`src/rtl/comparator_pkg.sv`:
```
package comparator_pkg;

    // register indices; byte address is four times the index
    localparam logic [9:0] FLAG_INDEX = 10'h00C;
    localparam logic [9:0] FIRST_INDEX = 10'h019;
    localparam logic [9:0] SECOND_INDEX = 10'h01A;
    localparam logic [9:0] PORT_INDEX = 10'h005;
    localparam logic [9:0] DIRECTION_INDEX = 10'h085;

    // first control register fields
    localparam int MODE_LSB = 0;
    localparam int INPUT_SWITCH_BIT = 3;
    localparam int INVERT_BIT = 4;
    localparam int RESULT_BIT = 6;
    localparam logic [7:0] FIRST_WRITE_MASK = 8'h1F;
    localparam logic [7:0] FIRST_RESET = 8'h00;

    // second control register fields
    localparam int SYNC_ENABLE_BIT = 0;
    localparam int GATE_SELECT_BIT = 1;
    localparam logic [7:0] SECOND_WRITE_MASK = 8'h03;
    localparam logic [7:0] SECOND_RESET = 8'h02;

    // peripheral flag register
    localparam int CHANGE_FLAG_BIT = 3;

    // port pins
    localparam int PIN_COUNT = 6;
    localparam int POSITIVE_PIN = 0;
    localparam int NEGATIVE_PIN = 1;
    localparam int OUTPUT_PIN = 2;
    localparam int GATE_PIN = 4;
    localparam logic [5:0] PORT_RESET = 6'h00;
    localparam logic [5:0] DIRECTION_RESET = 6'h3F;

    // timing
    localparam int CLOCK_MHZ = 50;
    localparam int MODE_SETTLE_NS = 10000;
    localparam int MODE_SETTLE_CYCLES = (MODE_SETTLE_NS * CLOCK_MHZ) / 1000;

    typedef enum logic [2:0]
    {
        MODE_RESET = 3'h0,
        MODE_PINS_OUT = 3'h1,
        MODE_REF_NO_OUT = 3'h2,
        MODE_REF_OUT = 3'h3,
        MODE_PINS_NO_OUT = 3'h4,
        MODE_MUX_REF_OUT = 3'h5,
        MODE_MUX_REF_NO_OUT = 3'h6,
        MODE_OFF = 3'h7
    } mode_type;

    typedef struct packed
    {
        logic valid;
        logic write;
        logic [9:0] index;
    } bus_request_type;

    // steering for the analog front end
    typedef struct packed
    {
        logic enable;
        logic negativeIsReference;
        logic positiveFromNegativePin;
        logic drivesPin;
    } analog_control_type;

endpackage

```
`src/rtl/comparator_mode_output_control.sv`:
```
// What this block does
// - Port reads return zero on pins 0 and 1 in every mode, except pin 0 in mode 011.
// - Three-bit mode field in first control register selects eight modes.
// - Result may be invalid for a settling delay after mode change.
// - Modes 000 and 111 turn comparator off; result reads zero.
// - Mode 010 uses reference, 100 uses two pins; neither drives pin.
// - Mode 011 uses reference, 001 uses two pins; both drive pin.
// - Modes 101/110 compare reference to switch-selected pin; 101 drives pin.
// - Result bit in first control register is read-only.
// - Output pin carries the result unsynchronized when a driving mode is set.
// - Pin direction bit still gates the output driver.
// - Invert bit 4 of first register flips result polarity.
// - Second register bit 1 picks gate pin (1) or result (0); resets 1.
// - Sync enable bit 0 latches result on timer clock falling edge; resets 0.
// - With prescaler, latch uses prescaler output falling edge.
// - Timer counts on rising edge, latch on falling edge: no race.
// - Second register bits 7..2 read zero and ignore writes.
// - Change flag bit 3 sets while result differs from last latched value.
// - Any access to first register refreshes latched reference value.
// - Uninverted result is 1 when positive input exceeds negative input.
// - Reset returns control registers to reset values, mode 000.
`timescale 1ns/10ps
`default_nettype none

module comparator_mode_output_control
    import comparator_pkg::*;
(
    // clock and reset
    input wire logic clock,
    input wire logic reset,
    // AHB-Lite slave
    input wire logic hsel,
    input wire logic [31:0] haddr,
    input wire logic [1:0] htrans,
    input wire logic hwrite,
    input wire logic [2:0] hsize,
    input wire logic [31:0] hwdata,
    input wire logic hready,
    output logic hreadyout,
    output logic hresp,
    output logic [31:0] hrdata,
    // analog comparator
    input wire logic rawCompare,
    output analog_control_type analogControl,
    // port pins
    input wire logic [5:0] pinIn,
    output logic [5:0] pinOut,
    output logic [5:0] pinOe,
    // gated sixteen bit counter interface
    input wire logic timerClock,
    input wire logic prescalerOut,
    input wire logic prescalerUsed,
    output logic timerGate
);

    bus_request_type request;
    logic [2:0] modeSelect;
    logic inputSwitch;
    logic resultInvert;
    logic gateSourceSelect;
    logic syncEnable;
    logic changeFlag;
    logic lastLatched;
    logic [5:0] portLatch;
    logic [5:0] pinDirection;
    logic syncStage1;
    logic syncStage2;
    logic compareResult;
    logic latchedResult;
    logic latchClockPrev;
    logic latchClock;
    logic [15:0] settleCount;
    logic settling;
    logic firstAccess;
    logic writeFirst;
    logic writeSecond;
    logic writeFlag;
    logic writePort;
    logic writeDirection;
    logic [5:0] analogMask;
    logic next_changeFlag;

    // mode decode used for both the analog front end and pin routing
    function automatic analog_control_type decodeMode(input logic [2:0] mode, input logic switchSel);
        analog_control_type c;
        c = '0;
        case (mode)
            MODE_RESET, MODE_OFF:
            begin
                c = '0;
            end
            MODE_REF_NO_OUT:
            begin
                c.enable = 1'b1;
                c.negativeIsReference = 1'b1;
            end
            MODE_PINS_NO_OUT:
            begin
                c.enable = 1'b1;
            end
            MODE_REF_OUT:
            begin
                c.enable = 1'b1;
                c.negativeIsReference = 1'b1;
                c.drivesPin = 1'b1;
            end
            MODE_PINS_OUT:
            begin
                c.enable = 1'b1;
                c.drivesPin = 1'b1;
            end
            MODE_MUX_REF_OUT, MODE_MUX_REF_NO_OUT:
            begin
                c.enable = 1'b1;
                c.negativeIsReference = 1'b1;
                c.positiveFromNegativePin = ~switchSel;
                c.drivesPin = (mode == MODE_MUX_REF_OUT);
            end
            default:
            begin
                c = '0;
            end
        endcase
        return c;
    endfunction

    assign analogControl = decodeMode(modeSelect, inputSwitch);

    // bus slave: always ready, always OKAY
    assign hreadyout = 1'b1;
    assign hresp = 1'b0;

    always_ff @(posedge clock)
    begin
        if (reset)
        begin
            request <= '0;
        end
        else if (hready)
        begin
            request.valid <= hsel & htrans[1];
            request.write <= hwrite;
            request.index <= haddr[11:2];
        end
    end

    assign firstAccess = request.valid && (request.index == FIRST_INDEX);
    assign writeFirst = firstAccess && request.write;
    assign writeSecond = request.valid && request.write && (request.index == SECOND_INDEX);
    assign writeFlag = request.valid && request.write && (request.index == FLAG_INDEX);
    assign writePort = request.valid && request.write && (request.index == PORT_INDEX);
    assign writeDirection = request.valid && request.write && (request.index == DIRECTION_INDEX);

    // first control register
    always_ff @(posedge clock)
    begin
        if (reset)
        begin
            modeSelect <= FIRST_RESET[MODE_LSB +: 3];
            inputSwitch <= FIRST_RESET[INPUT_SWITCH_BIT];
            resultInvert <= FIRST_RESET[INVERT_BIT];
        end
        else if (writeFirst)
        begin
            // result bit position is not stored, writes there are dropped
            modeSelect <= hwdata[MODE_LSB +: 3];
            inputSwitch <= hwdata[INPUT_SWITCH_BIT];
            resultInvert <= hwdata[INVERT_BIT];
        end
    end

    // second control register, only two bits exist
    always_ff @(posedge clock)
    begin
        if (reset)
        begin
            gateSourceSelect <= SECOND_RESET[GATE_SELECT_BIT];
            syncEnable <= SECOND_RESET[SYNC_ENABLE_BIT];
        end
        else if (writeSecond)
        begin
            gateSourceSelect <= hwdata[GATE_SELECT_BIT];
            syncEnable <= hwdata[SYNC_ENABLE_BIT];
        end
    end

    // port latch and direction (1 = input)
    always_ff @(posedge clock)
    begin
        if (reset)
        begin
            portLatch <= PORT_RESET;
            pinDirection <= DIRECTION_RESET;
        end
        else
        begin
            if (writePort)
            begin
                portLatch <= hwdata[PIN_COUNT-1:0];
            end
            if (writeDirection)
            begin
                pinDirection <= hwdata[PIN_COUNT-1:0];
            end
        end
    end

    // two-flop synchronizer on the raw comparator output
    always_ff @(posedge clock)
    begin
        if (reset)
        begin
            syncStage1 <= 1'b0;
            syncStage2 <= 1'b0;
        end
        else
        begin
            syncStage1 <= rawCompare;
            syncStage2 <= syncStage1;
        end
    end

    // analog front end reports positive above negative as 1
    assign compareResult = analogControl.enable & (syncStage2 ^ resultInvert);

    // hold off change detection while the comparator settles after a mode write
    always_ff @(posedge clock)
    begin
        if (reset)
        begin
            settleCount <= '0;
        end
        else if (writeFirst && (hwdata[MODE_LSB +: 3] != modeSelect))
        begin
            settleCount <= 16'(MODE_SETTLE_CYCLES);
        end
        else if (settleCount != '0)
        begin
            settleCount <= settleCount - 16'h0001;
        end
    end

    assign settling = (settleCount != '0);

    // mismatch reference: refreshed by any access to the first register
    always_ff @(posedge clock)
    begin
        if (reset)
        begin
            lastLatched <= 1'b0;
        end
        else if (firstAccess || settling)
        begin
            lastLatched <= compareResult
                ^ (writeFirst & analogControl.enable & (hwdata[INVERT_BIT] ^ resultInvert));
        end
    end

    // a mismatch beats a software clear in the same cycle
    always_comb
    begin
        next_changeFlag = changeFlag;
        if (writeFlag)
        begin
            next_changeFlag = hwdata[CHANGE_FLAG_BIT];
        end
        if (!settling && !firstAccess && (compareResult != lastLatched))
        begin
            next_changeFlag = 1'b1;
        end
    end

    always_ff @(posedge clock)
    begin
        if (reset)
        begin
            changeFlag <= 1'b0;
        end
        else
        begin
            changeFlag <= next_changeFlag;
        end
    end

    // falling edge of the timer clock, or of the prescaler output when in use;
    // the counter itself advances on the rising edge so capture never races it
    assign latchClock = prescalerUsed ? prescalerOut : timerClock;

    always_ff @(posedge clock)
    begin
        if (reset)
        begin
            latchClockPrev <= 1'b0;
            latchedResult <= 1'b0;
        end
        else
        begin
            latchClockPrev <= latchClock;
            if (latchClockPrev && !latchClock)
            begin
                latchedResult <= compareResult;
            end
        end
    end

    assign timerGate = gateSourceSelect ? pinIn[GATE_PIN] : (syncEnable ? latchedResult : compareResult);

    // analog pins per mode; only reference-with-output frees the positive pin
    always_comb
    begin
        analogMask = '0;
        analogMask[NEGATIVE_PIN] = 1'b1;
        analogMask[POSITIVE_PIN] = (modeSelect != MODE_REF_OUT);
    end

    // raw comparator path to the pin, no clock in the way, so threshold glitches reach it
    always_comb
    begin
        pinOut = portLatch;
        pinOut[OUTPUT_PIN] = analogControl.drivesPin ?
            (analogControl.enable & (rawCompare ^ resultInvert)) : portLatch[OUTPUT_PIN];
        pinOe = ~pinDirection;
    end

    // read data
    always_comb
    begin
        hrdata = '0;
        if (request.valid && !request.write)
        begin
            case (request.index)
                FIRST_INDEX:
                begin
                    hrdata[MODE_LSB +: 3] = modeSelect;
                    hrdata[INPUT_SWITCH_BIT] = inputSwitch;
                    hrdata[INVERT_BIT] = resultInvert;
                    hrdata[RESULT_BIT] = compareResult;
                end
                SECOND_INDEX:
                begin
                    hrdata[GATE_SELECT_BIT] = gateSourceSelect;
                    hrdata[SYNC_ENABLE_BIT] = syncEnable;
                end
                FLAG_INDEX:
                begin
                    hrdata[CHANGE_FLAG_BIT] = changeFlag;
                end
                PORT_INDEX:
                begin
                    hrdata[PIN_COUNT-1:0] = pinIn & ~analogMask;
                end
                DIRECTION_INDEX:
                begin
                    hrdata[PIN_COUNT-1:0] = pinDirection;
                end
                default:
                begin
                    hrdata = '0;
                end
            endcase
        end
    end

endmodule

`default_nettype wire

```
`config.mk`:
```
export PLATFORM = sky130hd
export DESIGN_NAME = comparator_mode_output_control
export DESIGN_NICKNAME = d
export VERILOG_FILES = /design/src/rtl/comparator_pkg.sv /design/src/rtl/comparator_mode_output_control.sv
export SDC_FILE = /design/constraint.sdc
export NUM_CORES = 1
export LEC_CHECK = 0
export BUFFER_PORTS_ARGS = -buffer_cell sky130_fd_sc_hd__buf_2
export CORE_UTILIZATION = 50
export DETAILED_ROUTE_END_ITERATION = 7
export PLACE_DENSITY = 0.95
export SYNTH_ARGS = -nofsm -noshare
export SYNTH_HDL_FRONTEND = slang
export SYNTH_SLANG_ARGS = --single-unit
```
`constraint.sdc`:
```
create_clock -name clock -period 6.9 [get_ports clock]
set_clock_uncertainty 0.2 [all_clocks]
set_input_delay 1.035 -clock clock [delete_from_list [all_inputs] [get_ports clock]]
set_output_delay 1.035 -clock clock [all_outputs]
set_load 0.01 [all_outputs]
```
==> summary.md, run 1 <==
| Metric | Value |
|---|---|
| H-tree depth | `2` |
| DIE AREA | `between 6000 and 7000 µm²` |
| Initial antenna violation count | `0` |
| Drt wl/cell | `13.98 µm` |
| Core box area | `approximately 5600 µm²` |
| Layout cells sized above 1 | `18.97%` |
| Die Y | `78.80 µm` |
| Clock latency on the worst-skew pair | `around 320 ps` |
| Most frequent cell after synthesis | `dfxtp_1` |
| Clock Tree Root | `clkbuf_8` |
| Worst path max stage delay | `630 ps` |
| Synth Register Bits | `53` |
| Max-slew violation count | `0` |
| CTS Buffer Depth | `2` |
| Max Freq | `0.2789 GHz` |
| Crit path kind | `flip-flop to output pin` |
| Final setup fails | `0` |
| Crit path required time | `5660 ps` |
| Final Wtd Congestion | `between 0.9 and 1` |
| Crit. End Element | `output pin` |
| Final antenna-violating net count | `0` |
| Critical path arrival | `2350 ps` |
| CP Max Fanout | `7` |
| Nets@finish | `475` |
| Setup tns final | `0 ps` |
| Pre-CTS setup slack | `roughly 3700 ps` |
| Status | `completed` |
| Total GRT Usage | `between 20% and 30%` |
| Netlist Area Pre-Place | `approximately 2900 µm²` |
| RSZ-0062 raised after global routing | `false` |
| Slew @ Worst Pin | `747.3 ps` |
| CTS tree | `done` |
| Pin count of the biggest net entering global routing | `39` |
| Total number of vias | `2,634` |
| Initial core utilization | `52.59%` |
| Crit-path cells | `or4bb_1 -> nor3_1 -> a32oi_1 -> nor2_1 -> buf_2` |
| Final min period | `3586 ps` |
| Slowest cell on the critical path | `or4bb_1` |
| Synthesis Warnings | `0` |
| Initial DRC count | `160` |
| Site Rows | `27` |
| Leakage | `1.393 nW` |
| Most frequent cells after synthesis | `53 x dfxtp_1, 36 x nor2_1, 32 x buf_4, 27 x nand2_1, 25 x mux2i_1` |
| Yosys top cell area share | `35.98%` |
| Power per standard cell area | `263.4 nW/µm²` |
| Maximum vdd drop | `about 150 µV` |
| Slew Limit Headroom | `49.72%` |
| CP Launch Type | `flip-flop` |
| Clk sinks | `53` |
| DP HPWL | `4.822 mm` |
| Port Buffers | `54` |
| Synthesized instance count | `351` |
| Io pins | `135` |
| Hold Vio Cnt, Final | `0` |
| Clock transition at the registers of the reported paths | `90 ps` |
| Yosys cell types | `52` |
| # diodes | `0` |
| Mean post-synth cell area | `roughly 8.4 µm²` |
| Vias per inst | `5.701` |
| Area Growth Syn to Fin | `9.164%` |
| Most frequently used flop master after synthesis | `dfxtp_1` |
| CTS Buf Count | `5` |
| Max-Cap Viols | `0` |
| Final Worst Setup Slack | `3314 ps` |
| Grt ovf | `0` |
| Hold Path Class | `flip-flop to flip-flop` |
| Drt drc | `0` |
| Number of global-route vias before repair | `2,364` |
| Global-route wire length before repair | `10.42 mm` |
| Area post-placement | `about 3100 µm²` |
| Ys async rst share | `0%` |
| Design Area, Final | `3219 µm²` |
| Fin crit share | `51.97%` |
| Drt pass-1 iters | `5` |
| Synth area leaders | `dfxtp_1 36%, mux2i_1 8.5%, buf_4 8.1%` |
| Post-CTS Resized | `0` |
| Post-synth EDFFs | `0` |
| Post-Route WL | `6.461 mm` |
| Hold-fix buffers, CTS | `0` |
| Postcts setup bufs | `0` |
| Die X | `78.80 µm` |
| Synth area leader | `dfxtp_1` |
| Seq/Total Area, Yosys | `35.98%` |
report_power, final:
part / internal (W) / switching [W]
registers: 0.000340 / 0.0000390
clock network: 0.000109 / 0.000105
logic: 0.000106 / 0.000149
total: 0.000555 / 0.000293
layer usage:
layer,up-vias,global-route usage (%),share of wire [%]
met5,-,0,0
met4,0,11.67,2.6
met3,15,4.598,5.6
met2,95,35.22,48
met1,1248,25.32,43
li1,1276,-,-
cell type report:
type	instances	area, µm²
clock buffer	5	68.82
clock inverter	3	46.29
fill	475	2389
inverter	10	37.54
multi-input combinational	264	1638
sequential	53	1061
tap	72	90.09
timing repair buffer	55	277.8
state kept, by name (all words and copies together) (netlist names):
name              flops
changeFlag            1
gateSourceSelect      1
inputSwitch           1
lastLatched           1
latchClockPrev        1
latchedResult         1
modeSelect            3
pinDirection          6
portLatch             6
request              12
resultInvert          1
settleCount          16
syncEnable            1
syncStage1            1
syncStage2            1
path summary, 6_finish.rpt:
| check | startpoint | endpoint | slack [ps] | depth (start not counted) |
|---|---|---|---|---|
| max | request[1] | hrdata[1] | 3310 | 5 |
| min | syncStage1 | syncStage2 | 260 | 1 |
| max reg2reg | request[5] | settleCount[0] | 4490 | 4 |
| min reg2reg | syncStage1 | syncStage2 | 260 | 1 |
logic make-up (layout without fill, tap and decap cells):
group / Yosys count / in the layout / share of synthesized area [%]
AOI/OAI and AO/OA: 67 / 67 / 14.68
xor gates and xnor gates: 9 / 9 / 2.673
adders and majority gates: 2 / 2 / 0.8484
buffers and inverters: 59 / 73 / 11.67
DFF: 53 / 53 / 35.98
muxes: 28 / 28 / 9.631
other: 2 / 27 / 0.2547
and+or+nand+nor: 131 / 131 / 24.27
critical path, delay by kind of cell, from the launching register on:
| family | cells | cell delay [ps] |
|---|---|---|
| buffers and inverters | 1 | 130 |
| AO/OA/AOI/OAI | 1 | 200 |
| flip-flops | 1 | 380 |
| AND/OR/NAND/NOR | 3 | 1330 |
cell usage in the layout (no fill, tap or decap), types with 5 or more instances in the layout:
master,instances
buf_2,54
dfxtp_1,53
nor2_1,36
nand2_1,27
conb_1,27
mux2i_1,25
a21oi_1,21
inv_1,10
nand3_1,9
or4_1,8
o21ai_0,8
xnor2_1,8
o211ai_1,8
nor3_1,7
o31ai_1,7
a31oi_1,7
nand4_1,5
or3_1,5
clkbuf_8,5
metrics by stage:
step,hold slack [ps],power (W),instances,utilization (%)
4_1_cts,260.3,0.0008499,462,57.41
6_report,256.8,0.0008480,462,57.41
3_3_place_gp,216.9,0.0006240,454,55.35
5_1_grt,263.0,0.0009004,462,57.41
3_5_place_dp,243.1,0.0006366,454,55.35
2_1_floorplan,213.8,0.0005923,376,-
(Power assumes the default switching activity.)
==> run 2, diff against run 1 <==
CORE_UTILIZATION = 47   (was 50)
PLACE_DENSITY = 0.92   (was 0.95)
clock period = 3.6 ns   (was 6.9 ns; I/O delays follow)
==> run 2 against run 1 <==
Effect of this change:
- clock-buffer cell count is 1 higher
- sequential power is 92% higher
- sequential share of layout area is 0.25 points higher
- combinational power is 91% higher
- final area is 0.74% lower
- critical endpoint is now hrdata[0]
==> summary.md, run 2 (same netlist as run 1, synthesis figures left out) <==
| Metric | Value |
|---|---|
| Clock transition at the registers of the reported paths | `100 ps (was 90 ps)` |
| CP Max Fanout | `6 (was 7)` |
| Max-Cap Viols | `0 (unchanged)` |
| CTS Buf Count | `5 (unchanged)` |
| Io pins | `135 (unchanged)` |
| Grt ovf | `0 (unchanged)` |
| # fillers | `541 (was 475)` |
| Worst path max stage delay | `610 ps (was 630 ps)` |
| Final Wtd Congestion | `0.9187 (was 0.9081)` |
| Fin crit share | `86.75%` |
| Max Freq | `0.3202 GHz` |
| # diodes | `0 (unchanged)` |
| Status | `completed (unchanged)` |
| Drt drc | `0 (unchanged)` |
| Max-slew violation count | `0 (unchanged)` |
| Hold Vio Cnt, Final | `0 (unchanged)` |
| Crit path kind | `flip-flop to output pin (unchanged)` |
| Number of global-route vias before repair | `2,213 (was 2,364)` |
| Maximum vdd drop | `281.8 µV (was 145.9 µV)` |
| H-tree depth | `2 (unchanged)` |
| RSZ-0062 raised after global routing | `false (unchanged)` |
| Slew Limit Headroom | `49.13% (was 49.72%)` |
| Area Growth Syn to Fin | `8.358% (was 9.164%)` |
| Crit path max-delay family | `simple AND/OR/NAND/NOR gates (unchanged)` |
| CTS tree | `done (unchanged)` |
| Port Buffers | `54 (unchanged)` |
| Total GRT Usage | `19.63% (was 21.20%)` |
| Final min period | `~3100 ps` |
| Pin count of the biggest net entering global routing | `39 (unchanged)` |
| Pre-CTS setup slack | `873.3 ps (was 3686 ps)` |
| Initial DRC count | `142 (was 160)` |
| Critical path arrival | `2380 ps (was 2350 ps)` |
| Drt pass-1 iters | `5 (unchanged)` |
| Vias per inst | `5.561 (was 5.701)` |
| Postcts setup bufs | `0 (unchanged)` |
| Initial core utilization | `49.23% (was 52.59%)` |
| Clk sinks | `53 (unchanged)` |
| Hold Path Class | `flip-flop to flip-flop (unchanged)` |
| Drt wl/cell | `13.73 µm (was 13.98 µm)` |
| Most common cell after layout, fill and taps aside | `buf_2 (unchanged)` |
| Slew @ Worst Pin | `756.1 ps (was 747.3 ps)` |
| Die X | `81.21 µm (was 78.80 µm)` |
| Crit-path cells | `or4bb_1 -> nor3_1 -> nand3_1 -> a21oi_1 -> buf_2 (was or4bb_1 -> nor3_1 -> a32oi_1 -> nor2_1 -> buf_2)` |
| Nets@finish | `475 (unchanged)` |
| Global-route wire length before repair | `9.984 mm (was 10.42 mm)` |
| Setup tns final | `0 ps (unchanged)` |
| Largest register by flop count | `settleCount (unchanged)` |
| Slowest cell on the critical path | `or4bb_1 (unchanged)` |
| Leakage | `1.376 nW (was 1.393 nW)` |
| Buf/Inv on CP | `1 (unchanged)` |
| Final Worst Setup Slack | `476.9 ps (was 3314 ps)` |
| Register area | `1061 µm² (unchanged)` |
| Crit path required time | `2860 ps (was 5660 ps)` |
| Power per standard cell area | `484.1 nW/µm² (was 263.4 nW/µm²)` |
| Die Y | `81.21 µm (was 78.80 µm)` |
| Initial antenna violation count | `0 (unchanged)` |
| Final setup fails | `0 (unchanged)` |
| Clock Tree Root | `clkbuf_8 (unchanged)` |
| Layout cells sized above 1 | `18.72% (was 18.97%)` |
| Clock latency on the worst-skew pair | `310 ps (was 320 ps)` |
| Largest regs | `settleCount (16), request (12) (unchanged)` |
| CTS Buffer Depth | `2 (unchanged)` |
| Total number of vias | `2,586 (was 2,634)` |
| Post-Route WL | `6.386 mm (was 6.461 mm)` |
| DP HPWL | `4.745 mm (was 4.822 mm)` |
| Most frequent cells in the layout | `54 x buf_2, 53 x dfxtp_1, 36 x nor2_1 (unchanged)` |
| Post-CTS Resized | `0 (unchanged)` |
| CP Launch Type | `flip-flop (unchanged)` |
| Core box area | `5991 µm² (was 5608 µm²)` |
| Max reg flops | `16 (unchanged)` |
| Area of the multi-input gates | `1638 µm² (unchanged)` |
| Crit. End Element | `output pin (unchanged)` |
| Hold-fix buffers, CTS | `0 (unchanged)` |
| Final antenna-violating net count | `0 (unchanged)` |
| Site Rows | `28 (was 27)` |
| Post-layout util | `53.34% (was 57.41%)` |
| DIE AREA | `6595 µm² (was 6209 µm²)` |
## run 2: worst reg2reg max path, delay by kind of cell (launching register included)
kind            cells  cell delay (ps)
flops               1              340
simple gates        3             1390
compound gates      1              400
## run 2: final cells by class
type	instances	share of cell area, %
multi-input combinational	264	51.25
sequential	53	33.20
clock inverter	2	0.4699
clock buffer	6	2.271
tap	75	2.937
timing repair buffer	55	8.692
inverter	10	1.175
## run 2: where the power goes
part	leakage, nW	internal [W]	total (W)	switching (W)
Combinational	0.905	0.000203	0.000488	0.000285
Clock	0.0374	0.000137	0.000333	0.000196
Sequential	0.433	0.000652	0.000726	0.0000735
## run 2: metrics by stage
step	power, W	hold slack (ps)	std cells	area, µm²
floorplan	0.001135	213.8	376	3043
global placement	0.001198	215.4	457	3108
detailed placement	0.001219	230.6	457	3108
CTS	0.001555	252.4	465	3196
global route	0.001655	270.0	465	3196
finish	0.001547	243.6	465	3196
## run 2: routing by layer
metal	wire (µm)	global-route usage, %	up-vias
li1	-	-	1276
met1	2847	24.05	1195
met2	2991	33.11	100
met3	398	4.157	15
met4	150	8.214	0
met5	0	0	-
## run 2: worst paths after layout
check	start	end	slack, ps	cells past startpoint
worst max-delay path	request[2]	hrdata[0]	480	5
worst min-delay path	syncStage1	syncStage2	240	1
worst max register to register	request[5]	settleCount[0]	1160	4
worst min register to register	syncStage1	syncStage2	240	1
==> run 3, diff against run 2 <==
CORE_UTILIZATION = 39   (was 47)
PLACE_DENSITY = 0.81   (was 0.92)
==> run 3 against run 2 <==
Effect of this change:
- cell count grew 5.2%
- register-to-register slack worse by 30 ps
- largest cell class unchanged
- critical path depth is the same
- global-route usage is 2.7 points lower
- largest power group unchanged
==> summary.md, run 3 (same netlist as run 1, synthesis figures left out) <==
| Metric | Value |
|---|---|
| Setup tns final | `0 ps (unchanged)` |
| Max-slew violation count | `0 (unchanged)` |
| Psw | `0.0005589 W (was 0.0005542 W)` |
| Most frequent cells in the layout | `54 x buf_2, 53 x dfxtp_1, 36 x nor2_1 (unchanged)` |
| Clock transition at the registers of the reported paths | `100 ps (about the same)` |
| Leakage | `1.407 nW (was 1.376 nW)` |
| Power per standard cell area | `516.9 nW/µm² (was 484.1 nW/µm²)` |
| Max Used Layer | `met4 (unchanged)` |
| Global-route wire length before repair | `10.45 mm (was 9.984 mm)` |
| H-tree depth | `2 (unchanged)` |
| Post-Route WL | `6.441 mm (was 6.386 mm)` |
| Area Growth Syn to Fin | `10.95% (was 8.358%)` |
| Largest register by flop count | `settleCount (unchanged)` |
| Critical path arrival | `2400 ps (was 2380 ps)` |
| Maximum vdd drop | `211.0 µV (was 281.8 µV)` |
| Max reg flops | `16 (unchanged)` |
| Initial DRC count | `204 (was 142)` |
| Combinational Power Share | `29.2% (was 31.5%)` |
| Die X | `88.96 µm (was 81.21 µm)` |
| Hold-fix buffers, CTS | `0 (unchanged)` |
| RSZ-0062 raised after global routing | `false (unchanged)` |
| # fillers | `713 (was 541)` |
| Final min period | `3139 ps (was 3123 ps)` |
| Initial antenna violation count | `0 (unchanged)` |
| CTS Buffer Depth | `2 (unchanged)` |
| Vias per inst | `5.256 (was 5.561)` |
| Total number of vias | `2,570 (was 2,586)` |
| CTS tree | `done (unchanged)` |
| DRT met1 WL | `2.858 mm (was 2.847 mm)` |
| Layout cells sized above 1 | `18.97% (was 18.72%)` |
| Initial core utilization | `40.44% (was 49.23%)` |
| Flop pwr share | `43.0% (was 46.9%)` |
| Max-Cap Viols | `0 (unchanged)` |
| DP HPWL | `4.820 mm (was 4.745 mm)` |
| Slew @ Worst Pin | `830.4 ps (was 756.1 ps)` |
| Core box area | `7292 µm² (was 5991 µm²)` |
| Crit-path cells | `or4_1 -> nor3_1 -> nand2_1 -> a21oi_1 -> buf_2 (was or4bb_1 -> nor3_1 -> nand3_1 -> a21oi_1 -> buf_2)` |
| Hold Vio Cnt, Final | `0 (unchanged)` |
| Drt drc | `0 (unchanged)` |
| Postcts setup bufs | `0 (unchanged)` |
| Crit. End Element | `output pin (unchanged)` |
| Grt ovf | `0 (unchanged)` |
| Clk sinks | `53 (unchanged)` |
| Total GRT Usage | `16.95% (was 19.63%)` |
| Final setup fails | `0 (unchanged)` |
| Internal power | `0.001132 W (was 0.0009927 W)` |
| CP Max Fanout | `8 (was 6)` |
| Nets@finish | `475 (unchanged)` |
| Worst path max stage delay | `690 ps (was 610 ps)` |
| Slew Limit Headroom | `44.13% (was 49.13%)` |
| Fin crit share | `87.18% (was 86.75%)` |
| Crit path required time | `2860 ps (about the same)` |
| Io pins | `135 (unchanged)` |
| Wire length on met2 | `3.016 mm (was 2.991 mm)` |
| Hold Path Class | `flip-flop to flip-flop (unchanged)` |
| # diodes | `0 (unchanged)` |
| Port Buffers | `54 (unchanged)` |
| CP Launch Type | `flip-flop (unchanged)` |
| Crit path kind | `flip-flop to output pin (unchanged)` |
| Pin count of the biggest net entering global routing | `39 (unchanged)` |
| Drt wl/cell | `13.17 µm (was 13.73 µm)` |
| Max Freq | `0.3186 GHz (was 0.3202 GHz)` |
| Clock Tree Root | `clkbuf_8 (unchanged)` |
| Slowest cell on the critical path | `or4_1 (was or4bb_1)` |
| Post-CTS Resized | `0 (unchanged)` |
| Clock latency on the worst-skew pair | `310 ps (about the same)` |
| Met3 WL | `460 µm (was 398 µm)` |
| Final Wtd Congestion | `0.8890 (was 0.9187)` |
| Part of the power in the clock network | `27.8% (was 21.5%)` |
| Die Y | `88.96 µm (was 81.21 µm)` |
| Number of global-route vias before repair | `2,250 (was 2,213)` |
| WHS | `249.7 ps (was 243.6 ps)` |
| Final antenna-violating net count | `0 (unchanged)` |
| DIE AREA | `7914 µm² (was 6595 µm²)` |
| Most common cell after layout, fill and taps aside | `buf_2 (unchanged)` |
| Status | `completed (unchanged)` |
| Sw frac | `33.05% (was 35.83%)` |
| Site Rows | `31 (was 28)` |
| Drt pass-1 iters | `4 (was 5)` |
| Post-layout util | `44.87% (was 53.34%)` |
| CTS Buf Count | `5 (unchanged)` |
| Largest regs | `settleCount (16), request (12) (unchanged)` |
==> run 3: cell count changes in the layout (fill, tap and decap cells not counted) <==
cell | before | now
bufinv_16 | 0 | 2
clkbuf_1 | 1 | 0
clkinv_2 | 0 | 1
clkinvlp_4 | 2 | 0
==> run 3: area by class of cell <==
| type | instances | area, µm² | share of cell area [%] |
|---|---|---|---|
| clock buffers | 5 | 68.82 | 2.103 |
| clock inverters | 3 | 65.06 | 1.989 |
| inverters | 10 | 37.54 | 1.147 |
| multi-input cells | 264 | 1638 | 50.06 |
| flip-flops and latches | 53 | 1061 | 32.43 |
| well taps | 99 | 123.9 | 3.786 |
| repair buffers | 55 | 277.8 | 8.489 |
==> run 3: metal layers <==
metal,up-vias,global-route usage [%]
li1,1280,-
met1,1180,22.05
met2,98,28.04
met3,12,3.047
met4,0,6.638
met5,-,0
==> run 3: stage by stage <==
step | worst slack (ps) | power (W) | instance area, µm² | instances
3_5_place_dp | 827.6 | 0.001224 | 3138 | 481
5_1_grt | 313.1 | 0.001805 | 3272 | 489
4_1_cts | 470.2 | 0.001695 | 3272 | 489
2_1_floorplan | 1132 | 0.001135 | 3043 | 376
3_3_place_gp | 867.8 | 0.001201 | 3138 | 481
6_report | 461.4 | 0.001691 | 3272 | 489
==> run 3: worst paths after layout <==
kind                                 start             end  slack, ps  depth (start not counted)
worst min-delay path            syncStage1      syncStage2        250                          1
worst max register to register  request[5]  settleCount[0]       1130                          4
worst max-delay path            request[5]       hrdata[3]        460                          5
worst min register to register  syncStage1      syncStage2        250                          1
==> run 3: critical path, delay by kind of cell (launching register included) <==
family,cells,cell delay [ps]
buffers and inverters,1,170
flip-flops,1,340
AND/OR/NAND/NOR,3,1350
AO/OA/AOI/OAI,1,230
==> run 3: power groups by stage <==
stage	clock (W)	combinational, W	sequential, W
after CTS	0.000479	0.000490	0.000726
final	0.000470	0.000495	0.000727
after floorplan	0	0.000418	0.000717
after detailed placement	0	0.000486	0.000738
after global placement	0	0.000468	0.000733
after global routing	0.000504	0.000562	0.000740
